`src/rtl/picl_map.vh`:
```
// Constants for the pin interrupt capture block.
// Assumes inclusion by the capture module only.
`ifndef PICL_MAP_VH
`define PICL_MAP_VH
// Edge flag register bit positions, width and reset value
`define PICL_EF_RISE_A    0
`define PICL_EF_RISE_B    1
`define PICL_EF_FALL_A    2
`define PICL_EF_CAPTURE   3
`define PICL_EF_FALL_B    4
`define PICL_EF_FALL_C    5
`define PICL_EF_MEAS_RISE 6
`define PICL_EF_LEVEL     7
`define PICL_EF_WIDTH     8
`define PICL_EF_RESET     8'h00
// Timer edge select codes (hi,lo)
`define PICL_SEL_NONE     2'h0
`define PICL_SEL_RISE     2'h1
`define PICL_SEL_FALL     2'h2
`define PICL_SEL_BOTH     2'h3
// Pin positions in the synchroniser vector
`define PICL_PIN_RISE_A   0
`define PICL_PIN_RISE_B   1
`define PICL_PIN_FALL_A   2
`define PICL_PIN_FALL_B   3
`define PICL_PIN_FALL_C   4
`define PICL_PIN_MEAS     5
`define PICL_PIN_LEVEL_N  6
`define PICL_PIN_NMI_N    7
// Synchroniser reset level, pins read as idle high
`define PICL_SYNC_RESET   8'hff
`endif

```
`src/rtl/picl_capture.v`:
```
// Pin interrupt capture: edge flags, level request, non-maskable and abort inputs,
// pulse-width timer capture. Pins are asynchronous; core side is on i_clk_sys.
//
// Notes on behaviour
// A low-to-high change on a rising-edge input sets its flag; high-to-low does nothing.
// A high-to-low change on a falling-edge input sets its flag; low-to-high does nothing.
// An interrupt request is raised only for a flagged, enabled source while the disable flag is 0.
// The measurement pin is a member of both the rising and the falling edge groups.
// The level request pin is shared with general I/O and bus control bit 6 picks its use.
// With bus control bit 6 set, flag bit 7 is held at 1 while the level request pin is low.
// With enable bit 7 set, the level request interrupts for as long as the pin stays low.
// With bus control bit 6 set, every falling edge on the shared pin gives a non-maskable request.
// With bus control bit 5 set, the abort function of that pin is enabled, alongside the other if both set.
// On each measurement edge chosen by timer control bits 2 and 3, the timer count is copied to its latch.
// Each such capture also sets flag bit 3.
// A captured edge flag stays set until software clears it by writing a 1 to its clear bit.
`timescale 1ns/1ps
`include "picl_map.vh"
module picl_capture #(
  parameter TIMER_W = 16
) (
  // Clock and reset
  input  wire               i_clk_sys,
  input  wire               i_rst,
  // Interrupt pins (asynchronous)
  input  wire               i_rise_edge_input_a,
  input  wire               i_rise_edge_input_b,
  input  wire               i_fall_edge_input_a,
  input  wire               i_fall_edge_input_b,
  input  wire               i_fall_edge_input_c,
  input  wire               i_measure_pin,
  input  wire               i_level_req_n,
  input  wire               i_nmi_abort_n,
  // Configuration
  input  wire               i_bus_ctrl_request_select,
  input  wire               i_bus_ctrl_fault_enable,
  input  wire               i_timer_ctrl_edge_sel_lo,
  input  wire               i_timer_ctrl_edge_sel_hi,
  input  wire [7:0]         i_interrupt_enable_regs,
  input  wire [7:0]         i_flag_clear,
  input  wire               i_core_irq_disable,
  input  wire [TIMER_W-1:0] i_measure_timer_count,
  // Core side
  output reg  [7:0]         o_interrupt_flag_regs,
  output reg                o_irq,
  output reg                o_nmi,
  output reg                o_abort,
  output reg                o_level_gpio_in,
  output reg                o_nmi_abort_gpio_in,
  output reg  [TIMER_W-1:0] o_measure_timer_latch
);

  // ****************************************
  // Pin synchronisers and edge history
  // ****************************************
  // Bits: 0 rise_a,1 rise_b,2 fall_a,3 fall_b,4 fall_c,5 meas,6 level_n,7 nmi_n
  wire [7:0] pins = {i_nmi_abort_n, i_level_req_n, i_measure_pin, i_fall_edge_input_c,
                     i_fall_edge_input_b, i_fall_edge_input_a, i_rise_edge_input_b,
                     i_rise_edge_input_a};
  reg  [7:0] sync1_reg;
  reg  [7:0] sync2_reg;
  reg  [7:0] prev_reg;

  always @(posedge i_clk_sys) begin
    if (i_rst) begin
      sync1_reg <= `PICL_SYNC_RESET;
      sync2_reg <= `PICL_SYNC_RESET;
      prev_reg  <= `PICL_SYNC_RESET;
    end else begin
      sync1_reg <= pins;
      sync2_reg <= sync1_reg;
      prev_reg  <= sync2_reg;
    end
  end

  // ****************************************
  // Helper functions
  // ****************************************
  // Bits high in the first vector and low in the second
  function [7:0] edge_up;
    input [7:0] now_val;
    input [7:0] old_val;
    begin
      edge_up = now_val & ~old_val;
    end
  endfunction

  // True when any flag meets its enable bit
  function any_enabled;
    input [7:0] flag_val;
    input [7:0] enable_val;
    begin
      any_enabled = |(flag_val & enable_val);
    end
  endfunction

  // ****************************************
  // One-shots
  // ****************************************
  // One pulse per transition; a pin pulse under one clock may be lost
  wire [7:0] rise_pulse;
  wire [7:0] fall_pulse;

  assign rise_pulse = edge_up(sync2_reg, prev_reg);
  assign fall_pulse = edge_up(prev_reg, sync2_reg);

  // Named pulses per source
  wire       rise_a_pulse;
  wire       rise_b_pulse;
  wire       fall_a_pulse;
  wire       fall_b_pulse;
  wire       fall_c_pulse;
  wire       meas_rise;
  wire       meas_fall;
  wire       nmi_fall;

  assign rise_a_pulse = rise_pulse[`PICL_PIN_RISE_A];
  assign rise_b_pulse = rise_pulse[`PICL_PIN_RISE_B];
  assign fall_a_pulse = fall_pulse[`PICL_PIN_FALL_A];
  assign fall_b_pulse = fall_pulse[`PICL_PIN_FALL_B];
  assign fall_c_pulse = fall_pulse[`PICL_PIN_FALL_C];
  assign meas_rise    = rise_pulse[`PICL_PIN_MEAS];
  assign meas_fall    = fall_pulse[`PICL_PIN_MEAS];
  assign nmi_fall     = fall_pulse[`PICL_PIN_NMI_N];

  // ****************************************
  // Edge flags
  // ****************************************
  wire [1:0] edge_sel;
  wire       capture;
  wire       level_mode;
  wire       level_low;

  assign edge_sel   = {i_timer_ctrl_edge_sel_hi, i_timer_ctrl_edge_sel_lo};
  assign capture    = (meas_rise && edge_sel[0]) || (meas_fall && edge_sel[1]);
  assign level_mode = i_bus_ctrl_request_select;
  assign level_low  = level_mode && !sync2_reg[`PICL_PIN_LEVEL_N];

  reg  [7:0] flag_set;
  reg  [7:0] flag_next;

  always @* begin
    flag_set = 8'h00;
    flag_set[`PICL_EF_RISE_A]    = rise_a_pulse;
    flag_set[`PICL_EF_RISE_B]    = rise_b_pulse;
    flag_set[`PICL_EF_FALL_A]    = fall_a_pulse;
    flag_set[`PICL_EF_FALL_B]    = fall_b_pulse;
    flag_set[`PICL_EF_FALL_C]    = fall_c_pulse;
    flag_set[`PICL_EF_MEAS_RISE] = meas_rise;
    // Measurement falling edge is in the falling group as well
    flag_set[`PICL_EF_CAPTURE]   = capture | meas_fall;

    // Set wins over a clear in the same cycle
    flag_next = (o_interrupt_flag_regs & ~i_flag_clear) | flag_set;
    // Level bit follows the pin, not sticky
    flag_next[`PICL_EF_LEVEL] = level_low;
  end

  // ****************************************
  // Flag register
  // ****************************************
  always @(posedge i_clk_sys) begin
    if (i_rst) begin
      o_interrupt_flag_regs <= `PICL_EF_RESET;
    end else begin
      o_interrupt_flag_regs <= flag_next;
    end
  end

  // ****************************************
  // Core requests
  // ****************************************
  reg        irq_next;
  reg        nmi_next;
  reg        abort_next;

  always @* begin
    irq_next   = 1'b0;
    nmi_next   = 1'b0;
    abort_next = 1'b0;
    // Disable flag gates the maskable request only
    if (!i_core_irq_disable) begin
      irq_next = any_enabled(flag_next, i_interrupt_enable_regs);
    end
    if (i_bus_ctrl_request_select) begin
      nmi_next = nmi_fall;
    end
    // Abort is a level request; both may be on at once
    if (i_bus_ctrl_fault_enable) begin
      abort_next = !sync2_reg[`PICL_PIN_NMI_N];
    end
  end

  always @(posedge i_clk_sys) begin
    if (i_rst) begin
      o_irq   <= 1'b0;
      o_nmi   <= 1'b0;
      o_abort <= 1'b0;
    end else begin
      o_irq   <= irq_next;
      o_nmi   <= nmi_next;
      o_abort <= abort_next;
    end
  end

  // ****************************************
  // Pin readback
  // ****************************************
  // Plain synchronised levels for general I/O reads
  always @(posedge i_clk_sys) begin
    if (i_rst) begin
      o_level_gpio_in     <= 1'b1;
      o_nmi_abort_gpio_in <= 1'b1;
    end else begin
      o_level_gpio_in     <= sync2_reg[`PICL_PIN_LEVEL_N];
      o_nmi_abort_gpio_in <= sync2_reg[`PICL_PIN_NMI_N];
    end
  end

  // ****************************************
  // Timer capture
  // ****************************************
  // Latch keeps its value between selected edges
  always @(posedge i_clk_sys) begin
    if (i_rst) begin
      o_measure_timer_latch <= {TIMER_W{1'b0}};
    end else if (capture) begin
      o_measure_timer_latch <= i_measure_timer_count;
    end
  end

endmodule

```
`config.mk`:
```
export PLATFORM = sky130hd
export DESIGN_NAME = picl_capture
export DESIGN_NICKNAME = d
export VERILOG_FILES = /design/src/rtl/picl_capture.v
export VERILOG_INCLUDE_DIRS = /design/src /design/src/rtl
export SDC_FILE = /design/constraint.sdc
export NUM_CORES = 1
export LEC_CHECK = 0
export BUFFER_PORTS_ARGS = -buffer_cell sky130_fd_sc_hd__buf_2
export CAP_MARGIN = 15
export CORE_ASPECT_RATIO = 2
export CORE_MARGIN = 3
export CORE_UTILIZATION = 35
export CTS_BUF_LIST = sky130_fd_sc_hd__clkbuf_8
export CTS_CLUSTER_SIZE = 10
export DETAILED_ROUTE_END_ITERATION = 6
export MAX_ROUTING_LAYER = met4
export SLEW_MARGIN = 20
export SYNTH_ARGS = -nofsm -noshare
export SYNTH_HDL_FRONTEND = slang
export SYNTH_SLANG_ARGS = --single-unit
```
`constraint.sdc`:
```
create_clock -name i_clk_sys -period 1.57 [get_ports i_clk_sys]
set_input_delay 0.157 -clock i_clk_sys [delete_from_list [all_inputs] [get_ports i_clk_sys]]
set_output_delay 0.157 -clock i_clk_sys [all_outputs]
set_load 0.01 [all_outputs]
```
==> results of run 1 <==
## routing by layer
| layer | track usage, % | up-vias | share of wire (%) |
|---|---|---|---|
| met1 | 11.5 | 541 | 35 |
| li1 | - | 651 | - |
| met3 | 3.30 | 7 | 8.3 |
| met4 | 5.22 | 0 | 2.3 |
| met2 | 21.5 | 51 | 54 |
| met5 | - | - | 0 |
## logic make-up (layout without fill, tap and decap cells)
kind of cell           after synthesis  in the layout  synth area share (%)
AO/OA/AOI/OAI                       14             14                  5.41
buffers and inverters               13             90                  4.30
flip-flops                          51             51                  60.4
multiplexers                        16             16                  9.48
AND/OR/NAND/NOR                     64             64                  20.4
## power by group
part / internal, mW / switching (mW)
Sequential: 1.34 / 0.0151
Clock: 0.396 / 0.386
Combinational: 0.103 / 0.0816
## how the worst min path moves through the flow
stage / startpoint / endpoint / slack [ns] / depth (start not counted)
global route: i_fall_edge_input_c / sync1_reg[4] / 0.03 / 2
floorplan: i_rise_edge_input_a / sync1_reg[0] / 0.26 / 1
finish: i_rise_edge_input_b / sync1_reg[1] / 0.04 / 2
detailed placement: i_rise_edge_input_b / sync1_reg[1] / 0.34 / 2
global placement: i_rise_edge_input_b / sync1_reg[1] / 0.34 / 2
CTS: i_rise_edge_input_b / sync1_reg[1] / 0.03 / 2
## layout make-up
type                       instances  area, sq um
inverter                           6         22.5
sequential                        51         1020
clock inverter                     1         3.75
multi-input combinational         94          596
fill                             495         2450
clock buffer                       7         96.3
tap                               55         68.8
timing repair buffer              76          385
## worst register-to-register path, delay by kind of cell, from the launching register on
kind            cells  cell delay [ns]
compound gates      1             0.11
buf+inv             1             0.21
mux                 1             0.21
simple gates        2             0.24
flops               1             0.37
## per-stage QoR
stage	area, sq um	util, %	worst slack, ns	hold WS (ns)	std cells
after floorplan	1690	-	0.352	0.261	158
after global placement	2090	45.1	0.302	0.339	282
after detailed placement	2090	45.1	0.279	0.342	282
after CTS	2190	47.3	0.262	0.0263	290
after global routing	2190	47.3	0.136	0.0315	290
final	2190	47.3	0.289	0.0415	290
## synthesized netlist by cell type (all sizes together)
cell type and count:
inv 6, nand2 2, a21oi 5, nor2 22
or2 25, nor2b 4, and3b 1, o22ai 2
buf 2, nor3 1, a211oi 1, mux2i 16
dfxtp 51, nand2b 9, a21boi 4, a41oi 1
clkbuf 5, a21o 1
==> flow_summary_export.csv, run 1 <==
group,metric,value,unit
outcome,status,"finished clean",
critical_path,worstSetupStartpointType,"flip-flop",
sta,fin_crit,1.28,ns
floorplanning,io_pins,76,
yosys,synth_area_leader_cell,"dfxtp_1",
critical_path,cp.required,1.73,ns
sta,setup_violations,0,
clock_tree,cts-root-buf,"clkbuf_8",
floorplanning,start_util,36.4,%
yosys,yosysSeqAreaShare,60.4,%
sta,slew_headroom,53.1,%
job,drv_cap,0,
sta,grt_setup_unrepaired,"false",
routing,firstDrtPassIters,4,
routing,route.detailed.drc,0,
cells_and_area,syn_to_final_growth,29.9,%
critical_path,worstReg2RegStart,"sync2_reg[5]",
clock_tree,htree_levels,2,
cells_and_area,drive_above_1_share,46.4,%
yosys,netlist_area,0.00169,sq mm
yosys,synthDistinctLibCells,20,
routing,vias,1250,
placed_design,hpwl,2530,um
critical_path,reg2reg_slack,0.29,ns
cells_and_area,regMostFlops,"o_measure_timer_latch",
grt,grt_max_degree,49,
critical_path,cpPeakStageDelay,0.37,ns
sta,slew_violations,0,
routing,antenna_left,0,
grt,antenna_found_initial,0,
grt,grt_pass1_wl,4970,um
grt,grt_usage,12.2,%
grt,grt_pass1_vias,1161,
floorplanning,fp.dieW,55.1,um
sta,tns,0,ns
critical_path,rr_endpoint,"o_measure_timer_latch[12]",
clock_tree,cts_tree,"built",
yosys,syn_area_per_cell,10.7,sq um
critical_path,critPathBufInv,1,
routing,routed_via_density,4.31,
sta,fmax,780,MHz
critical_path,r2r_cells,5,
clock_tree,clock-sinks,51,
sta,tightestPinTransition,0.704,ns
power_and_ir_drop,ir_worst_vdd,0.643,mV
critical_path,crit_fanout,10,
cells_and_area,antenna_cells,0,
clock_tree,cts-resized-gates,0,
cells_and_area,largest_register_ffs,16,
clock_tree,clockBufferDepth,2,
yosys,synth_seq_cells,51,
placed_design,routabilityCongestion,0.707,
critical_path,path_cells,"and3b_1 > a21o_1 > buf_4 > mux2i_1 > nor2_1",
critical_path,cpLargestDelayFamily,"flip-flops",
yosys,yosys-top-cells-area,"dfxtp_1 60%, mux2i_1 9.5%, or2_2 9.3%, nor2_1 4.9%, nand2b_1 3.3%",
clock_tree,clk_pin_slew,0.08,ns
cells_and_area,nets,281,
yosys,syn_nets,205,
power_and_ir_drop,powerDensity,1060,mW/mm^2
critical_path,worst_path_max_delay_cell,"dfxtp_1",
critical_path,crit_end,"o_measure_timer_latch[12]",
cells_and_area,final_cell_mix,"74 x buf_2, 51 x dfxtp_1, 25 x or2_2",
floorplanning,die_area,0.00575,sq mm
critical_path,worstSetupStartpoint,"sync2_reg[5]",
floorplanning,die_h,104,um
yosys,synth_top_cell_area_share,60.4,%
clock_tree,cts_hold_buf,0,
power_and_ir_drop,leakagePower,1.03,nW
critical_path,critPathKind,"reg2reg",
routing,drt_iter0_drc,9,
cells_and_area,mostFrequentLayoutCell,"buf_2",
sta,period_share,81.6,%
placed_design,port_buffers,74,
power_and_ir_drop,p_total,2.32,mW
floorplanning,num_rows,35,
yosys,syn_inst,158,
clock_tree,post-cts-setup-buffers,0,
grt,grt_remaining_overflow,0,
sta,finalHoldViolations,0,
routing,wirelength,3230,um
floorplanning,core_area,0.00464,sq mm
critical_path,end_kind,"flip-flop",
worst_hold_path,min_path_type,"in2reg",
routing,wl_per_cell,11.1,um
sta,skew,0.00237,ns
yosys,yosys_warnings,0,
clock_tree,worstSkewPairLatency,0.29,ns
critical_path,path_depth,5,
critical_path,cp.arrival,1.44,ns
clock_tree,cts_buffers,5,
Note: power is estimated with default switching activity, not from simulation.
==> inputs of run 2 (changes only) <==
==> constraint.sdc (replaced) <==
create_clock -name i_clk_sys -period 1.3 [get_ports i_clk_sys]
set_input_delay 0.13 -clock i_clk_sys [delete_from_list [all_inputs] [get_ports i_clk_sys]]
set_output_delay 0.13 -clock i_clk_sys [all_outputs]
set_load 0.01 [all_outputs]
==> run 2 against run 1 <==
Net effect:
- design area is 2.6% higher
- sequential cell count stayed put
- wire length is 4.1% higher
- final cell count is 2.4% higher
- clock-buffer cell count is 2 lower
- non-clock buffer count is 7 higher
- utilization is 1.2 points higher
- register-to-register slack worse by 0.23 ns
- via count is 3.0% higher
- critical path type unchanged
- largest power group unchanged
==> flow_summary_export.csv, run 2 (synthesized netlist as in run 1, its figures left out) <==
group,metric,value,unit
floorplanning,die_area,0.00575,sq mm
critical_path,worst_path_max_delay_cell,"dfxtp_2",
clock_tree,clockBufferDepth,2,
grt,top_usage_layer,"met2",
grt,antenna_found_initial,0,
cells_and_area,regMostFlops,"o_measure_timer_latch",
clock_tree,post-cts-setup-buffers,0,
placed_design,place_ws,0.0460,ns
outcome,status,"finished clean",
sta,fin_crit,1.24,ns
grt,grt_remaining_overflow,0,
clock_tree,cts_buffers,5,
floorplanning,core_area,0.00464,sq mm
sta,tightestPinTransition,0.510,ns
clock_tree,clock-sinks,51,
cells_and_area,n_fill_cell,494,
floorplanning,die_h,104,um
sta,period_share,95.7,%
cells_and_area,largest_register_ffs,16,
grt,grtUsageMet3,3.87,%
power_and_ir_drop,powerDensity,1210,mW/mm^2
grt,grtUsageMet1,11.1,%
critical_path,worstSetupStartpoint,"prev_reg[5]",
routing,wirelength,3360,um
cells_and_area,drive_above_1_share,47.1,%
floorplanning,num_rows,35,
critical_path,path_cells,"and3b_1 > a21o_1 > clkbuf_4 > mux2i_1 > nor2_1",
floorplanning,fp.dieW,55.1,um
power_and_ir_drop,leakagePower,1.05,nW
cells_and_area,final_cell_mix,"74 x buf_2, 49 x dfxtp_1, 25 x or2_2",
routing,vias,1288,
critical_path,cp.required,1.49,ns
sta,finalHoldViolations,0,
worst_hold_path,hp-start,"i_rise_edge_input_a",
sta,setup_violations,0,
routing,routed_via_density,4.34,
critical_path,crit_fanout,4,
clock_tree,cts_tree,"built",
grt,grt_pass1_vias,1255,
floorplanning,start_util,36.4,%
cells_and_area,stdcell_area,0.00225,sq mm
sta,fmax,804,MHz
routing,drt_iter0_drc,7,
grt,use_met2,22.9,%
clock_tree,htree_levels,2,
critical_path,worstReg2RegStart,"prev_reg[5]",
cells_and_area,antenna_cells,0,
routing,wl_per_cell,11.3,um
cells_and_area,syn_to_final_growth,33.3,%
grt,grt_usage,12.5,%
critical_path,critPathKind,"reg2reg",
grt,grt_pass1_wl,5170,um
clock_tree,clk_pin_slew,0.09,ns
routing,firstDrtPassIters,3,
placed_design,routabilityCongestion,0.712,
critical_path,end_kind,"flip-flop",
cells_and_area,mostFrequentLayoutCell,"buf_2",
placed_design,placed_area,0.00211,sq mm
placed_design,hpwl,2600,um
floorplanning,io_pins,76,
sta,slew_headroom,66.0,%
clock_tree,worstSkewPairLatency,0.29,ns
worst_hold_path,min_path_type,"in2reg",
sta,slew_violations,0,
placed_design,port_buffers,74,
critical_path,cp.arrival,1.44,ns
grt,grt_max_degree,37,
power_and_ir_drop,ir_worst_vdd,0.908,mV
sta,skew,0.00462,ns
sta,timing.final.ws_setup,0.0559,ns
critical_path,cpPeakStageDelay,0.33,ns
sta,grt_setup_unrepaired,"true",
critical_path,worstSetupStartpointType,"flip-flop",
clock_tree,cts-root-buf,"clkbuf_8",
routing,route.detailed.drc,0,
routing,antenna_left,0,
job,drv_cap,0,
cells_and_area,nets,288,
## run 2: cell count changes in the layout (fill, tap and decap cells not counted)
cell / before / now
clkinvlp_4: 0 / 1
clkbuf_4: 0 / 1
clkinv_2: 0 / 1
clkbuf_8: 7 / 5
dlygate4sd3_1: 0 / 4
dfxtp_1: 51 / 49
buf_6: 0 / 2
dfxtp_2: 0 / 2
## run 2: area by class of cell
class | instances | area [sq um] | area share (%)
flip-flops and latches | 51 | 1020 | 45.5
multi-input cells | 94 | 596 | 26.5
repair buffers | 83 | 455 | 20.2
well taps | 55 | 68.8 | 3.06
inverters | 6 | 22.5 | 1.00
clock inverters | 3 | 16.3 | 0.723
clock buffers | 5 | 68.8 | 3.06
## run 2: worst paths after layout
kind	depth (start not counted)	endpoint	slack, ns
max	5	o_measure_timer_latch[13]	0.06
min	2	sync1_reg[0]	0.02
max reg2reg	5	o_measure_timer_latch[13]	0.06
min reg2reg	1	sync2_reg[7]	0.41
## run 2: report_power, final
group	switching [mW]	total [mW]	internal (mW)
clock	0.484	0.853	0.369
sequential	0.0183	1.64	1.62
combinational	0.103	0.242	0.139
## run 2: timing repair
| action | 4_1_cts | 5_1_grt |
|---|---|---|
| hold buffers | 4 | 0 |
| resized for setup | 0 | 5 |
| setup endpoints to repair | 0 | 16 |
| endpoints found under the hold margin | 4 | 0 |
## run 2: per-layer routing
metal	vias up	part of all wire, %
met5	-	0
li1	670	-
met3	5	8.2
met4	0	1.8
met2	51	54
met1	562	36
## run 2: per-stage QoR
step	instances	TNS (ns)	hold slack, ns	power (mW)	util (%)
2_1_floorplan	158	0	0.234	1.79	-
3_3_place_gp	284	0	0.312	1.90	45.4
3_5_place_dp	284	0	0.314	1.91	45.4
4_1_cts	296	0	0.00828	2.78	48.1
5_1_grt	297	-0.154	0.00861	2.88	48.5
6_report	297	0	0.0174	2.73	48.5
## run 2: critical path: cells and delay by family (launching register included)
kind / cells / cell delay, ns
AND/OR/NAND/NOR: 2 / 0.28
buffers and inverters: 1 / 0.20
multiplexers: 1 / 0.19
flip-flops: 1 / 0.33
AO/OA/AOI/OAI: 1 / 0.15
==> inputs of run 3 (changes only) <==
--- a/config.mk
+++ b/config.mk
@@ -15,6 +15,7 @@
 export CTS_CLUSTER_SIZE = 10
 export DETAILED_ROUTE_END_ITERATION = 6
 export MAX_ROUTING_LAYER = met4
+export RECOVER_POWER = 100
 export SLEW_MARGIN = 20
 export SYNTH_ARGS = -nofsm -noshare
 export SYNTH_HDL_FRONTEND = slang
==> run 3 against run 2 <==
Net effect:
- sequential share of layout area increased by 0.75 points
- setup slack improved by 0.0039 ns
- register-to-register slack about the same
- wire length increased by 0.80%
- clock-buffer cell count unchanged
- sequential cell count unchanged
- first-iteration DRC count increased by 29%
- non-clock buffer count unchanged
- clock skew about the same
- global-route usage unchanged
- combinational power decreased by 3%
- critical endpoint unchanged
- largest cell class unchanged
==> flow_summary_export.csv, run 3 (synthesized netlist as in run 1, its figures left out) <==
group,metric,value,unit
power_and_ir_drop,power_frac_seq,60.1,%
cells_and_area,final_cells,297,
grt,grt_usage,12.5,%
worst_hold_path,min_path_type,"in2reg",
clock_tree,clk_pin_slew,0.09,ns
power_and_ir_drop,pwr-share-comb,8.6,%
cells_and_area,final_util,47.7,%
grt,grt_remaining_overflow,0,
sta,grt_setup_unrepaired,"true",
power_and_ir_drop,powerDensity,1230,mW/mm^2
sta,hold_ws,0.0174,ns
floorplanning,fp.dieW,55.1,um
routing,routed_via_density,4.34,
clock_tree,cts_buffers,5,
cells_and_area,drive_above_1_share,35.1,%
clock_tree,cts_tree,"built",
sta,timing.final.ws_setup,0.0598,ns
cells_and_area,antenna_cells,0,
routing,firstDrtPassIters,2,
grt,grt_pass1_wl,5170,um
clock_tree,htree_levels,2,
sta,finalHoldViolations,0,
cells_and_area,mostFrequentLayoutCell,"dfxtp_1",
critical_path,worstReg2RegStart,"prev_reg[5]",
sta,slew_headroom,66.0,%
clock_tree,cts-root-buf,"clkbuf_8",
sta,slew_violations,0,
sta,tightestPinTransition,0.510,ns
grt,grt_pass1_vias,1255,
critical_path,worstSetupStartpoint,"prev_reg[5]",
clock_tree,post-cts-setup-buffers,0,
cells_and_area,regMostFlops,"o_measure_timer_latch",
cells_and_area,final_cell_mix,"49 x dfxtp_1, 45 x buf_2, 29 x clkbuf_1",
placed_design,hpwl,2600,um
power_and_ir_drop,p_total,2.72,mW
power_and_ir_drop,p_int,2.12,mW
sta,tns,0,ns
routing,wirelength,3390,um
floorplanning,start_util,36.4,%
critical_path,cp.required,1.49,ns
placed_design,placed_area,0.00211,sq mm
critical_path,worstSetupStartpointType,"flip-flop",
outcome,status,"finished clean",
critical_path,crit_fanout,4,
placed_design,port_buffers,74,
routing,route.detailed.drc,0,
routing,antenna_left,0,
power_and_ir_drop,leakagePower,0.934,nW
placed_design,place_ws,0.0460,ns
cells_and_area,largest_register_ffs,16,
critical_path,r2r_cells,5,
critical_path,cp.arrival,1.43,ns
placed_design,dp_cells,284,
cells_and_area,stdcell_area,0.00221,sq mm
power_and_ir_drop,p_sw_share,22.2,%
cells_and_area,syn_to_final_growth,31.1,%
grt,antenna_found_initial,0,
clock_tree,worstSkewPairLatency,0.29,ns
critical_path,end_kind,"flip-flop",
routing,vias,1290,
floorplanning,die_h,104,um
clock_tree,clockBufferDepth,2,
worst_hold_path,hold-path-cell-count,2,
placed_design,routabilityCongestion,0.712,
sta,period_share,95.4,%
cells_and_area,n_fill_cell,497,
power_and_ir_drop,clkPwrFrac,31.3,%
clock_tree,clock-sinks,51,
critical_path,critPathKind,"reg2reg",
floorplanning,core_area,0.00464,sq mm
routing,wl_per_cell,11.4,um
job,drv_cap,0,
sta,fmax,806,MHz
floorplanning,num_rows,35,
sta,fin_crit,1.24,ns
floorplanning,io_pins,76,
sta,setup_violations,0,
power_and_ir_drop,power_switching,0.605,mW
cells_and_area,nets,288,
floorplanning,die_area,0.00575,sq mm
worst_hold_path,hp-start,"i_rise_edge_input_a",
routing,drt_iter0_drc,9,
grt,grt_max_degree,37,
sta,skew,0.00413,ns
power_and_ir_drop,ir_worst_vdd,0.905,mV
[run 3: cell count changes in the layout (fill, tap and decap cells not counted)]
cell	previous run	this run
clkbuf_1	0	29
buf_2	74	45
[run 3: final cells by class]
type | instances | area [sq um] | area share [%]
Sequential cell | 51 | 1020 | 46.2
Tap cell | 55 | 68.8 | 3.11
Multi-Input combinational cell | 94 | 596 | 26.9
Inverter | 6 | 22.5 | 1.02
Timing Repair Buffer | 83 | 419 | 18.9
Clock inverter | 3 | 16.3 | 0.734
Clock buffer | 5 | 68.8 | 3.11
[run 3: critical path, stage by stage, from the launching register on]
cell,delay [ns]
dfxtp_2,0.33
and3b_1,0.22
a21o_1,0.15
clkbuf_4,0.20
mux2i_1,0.19
nor2_1,0.06
[run 3: worst paths after layout]
| check | end | slack, ns |
|---|---|---|
| max reg2reg | o_measure_timer_latch[13] | 0.06 |
| min | sync1_reg[0] | 0.02 |
| max | o_measure_timer_latch[13] | 0.06 |
| min reg2reg | sync2_reg[7] | 0.41 |
[run 3: per-layer routing]
metal | wire length (um) | up-vias | track usage, % | share of wire (%)
li1 | - | 670 | - | -
met1 | 1220 | 564 | 11.1 | 36
met2 | 1830 | 51 | 22.9 | 54
met3 | 281 | 5 | 3.87 | 8.3
met4 | 59 | 0 | 4.70 | 1.7
met5 | 0 | - | - | 0
[run 3: power groups by stage]
stage / registers (mW) / clock network, mW / logic, mW
global route: 1.64 / 0.967 / 0.265
floorplan: 1.68 / 0 / 0.110
detailed placement: 1.67 / 0 / 0.234
CTS: 1.64 / 0.900 / 0.244
finish: 1.64 / 0.851 / 0.235
global placement: 1.67 / 0 / 0.232
[run 3: timing repair]
item / in CTS / in global routing
endpoints found under the setup margin: 0 / 16
resized for setup: 0 / 5
endpoints found under the hold margin: 4 / 0
hold buffers: 4 / 0
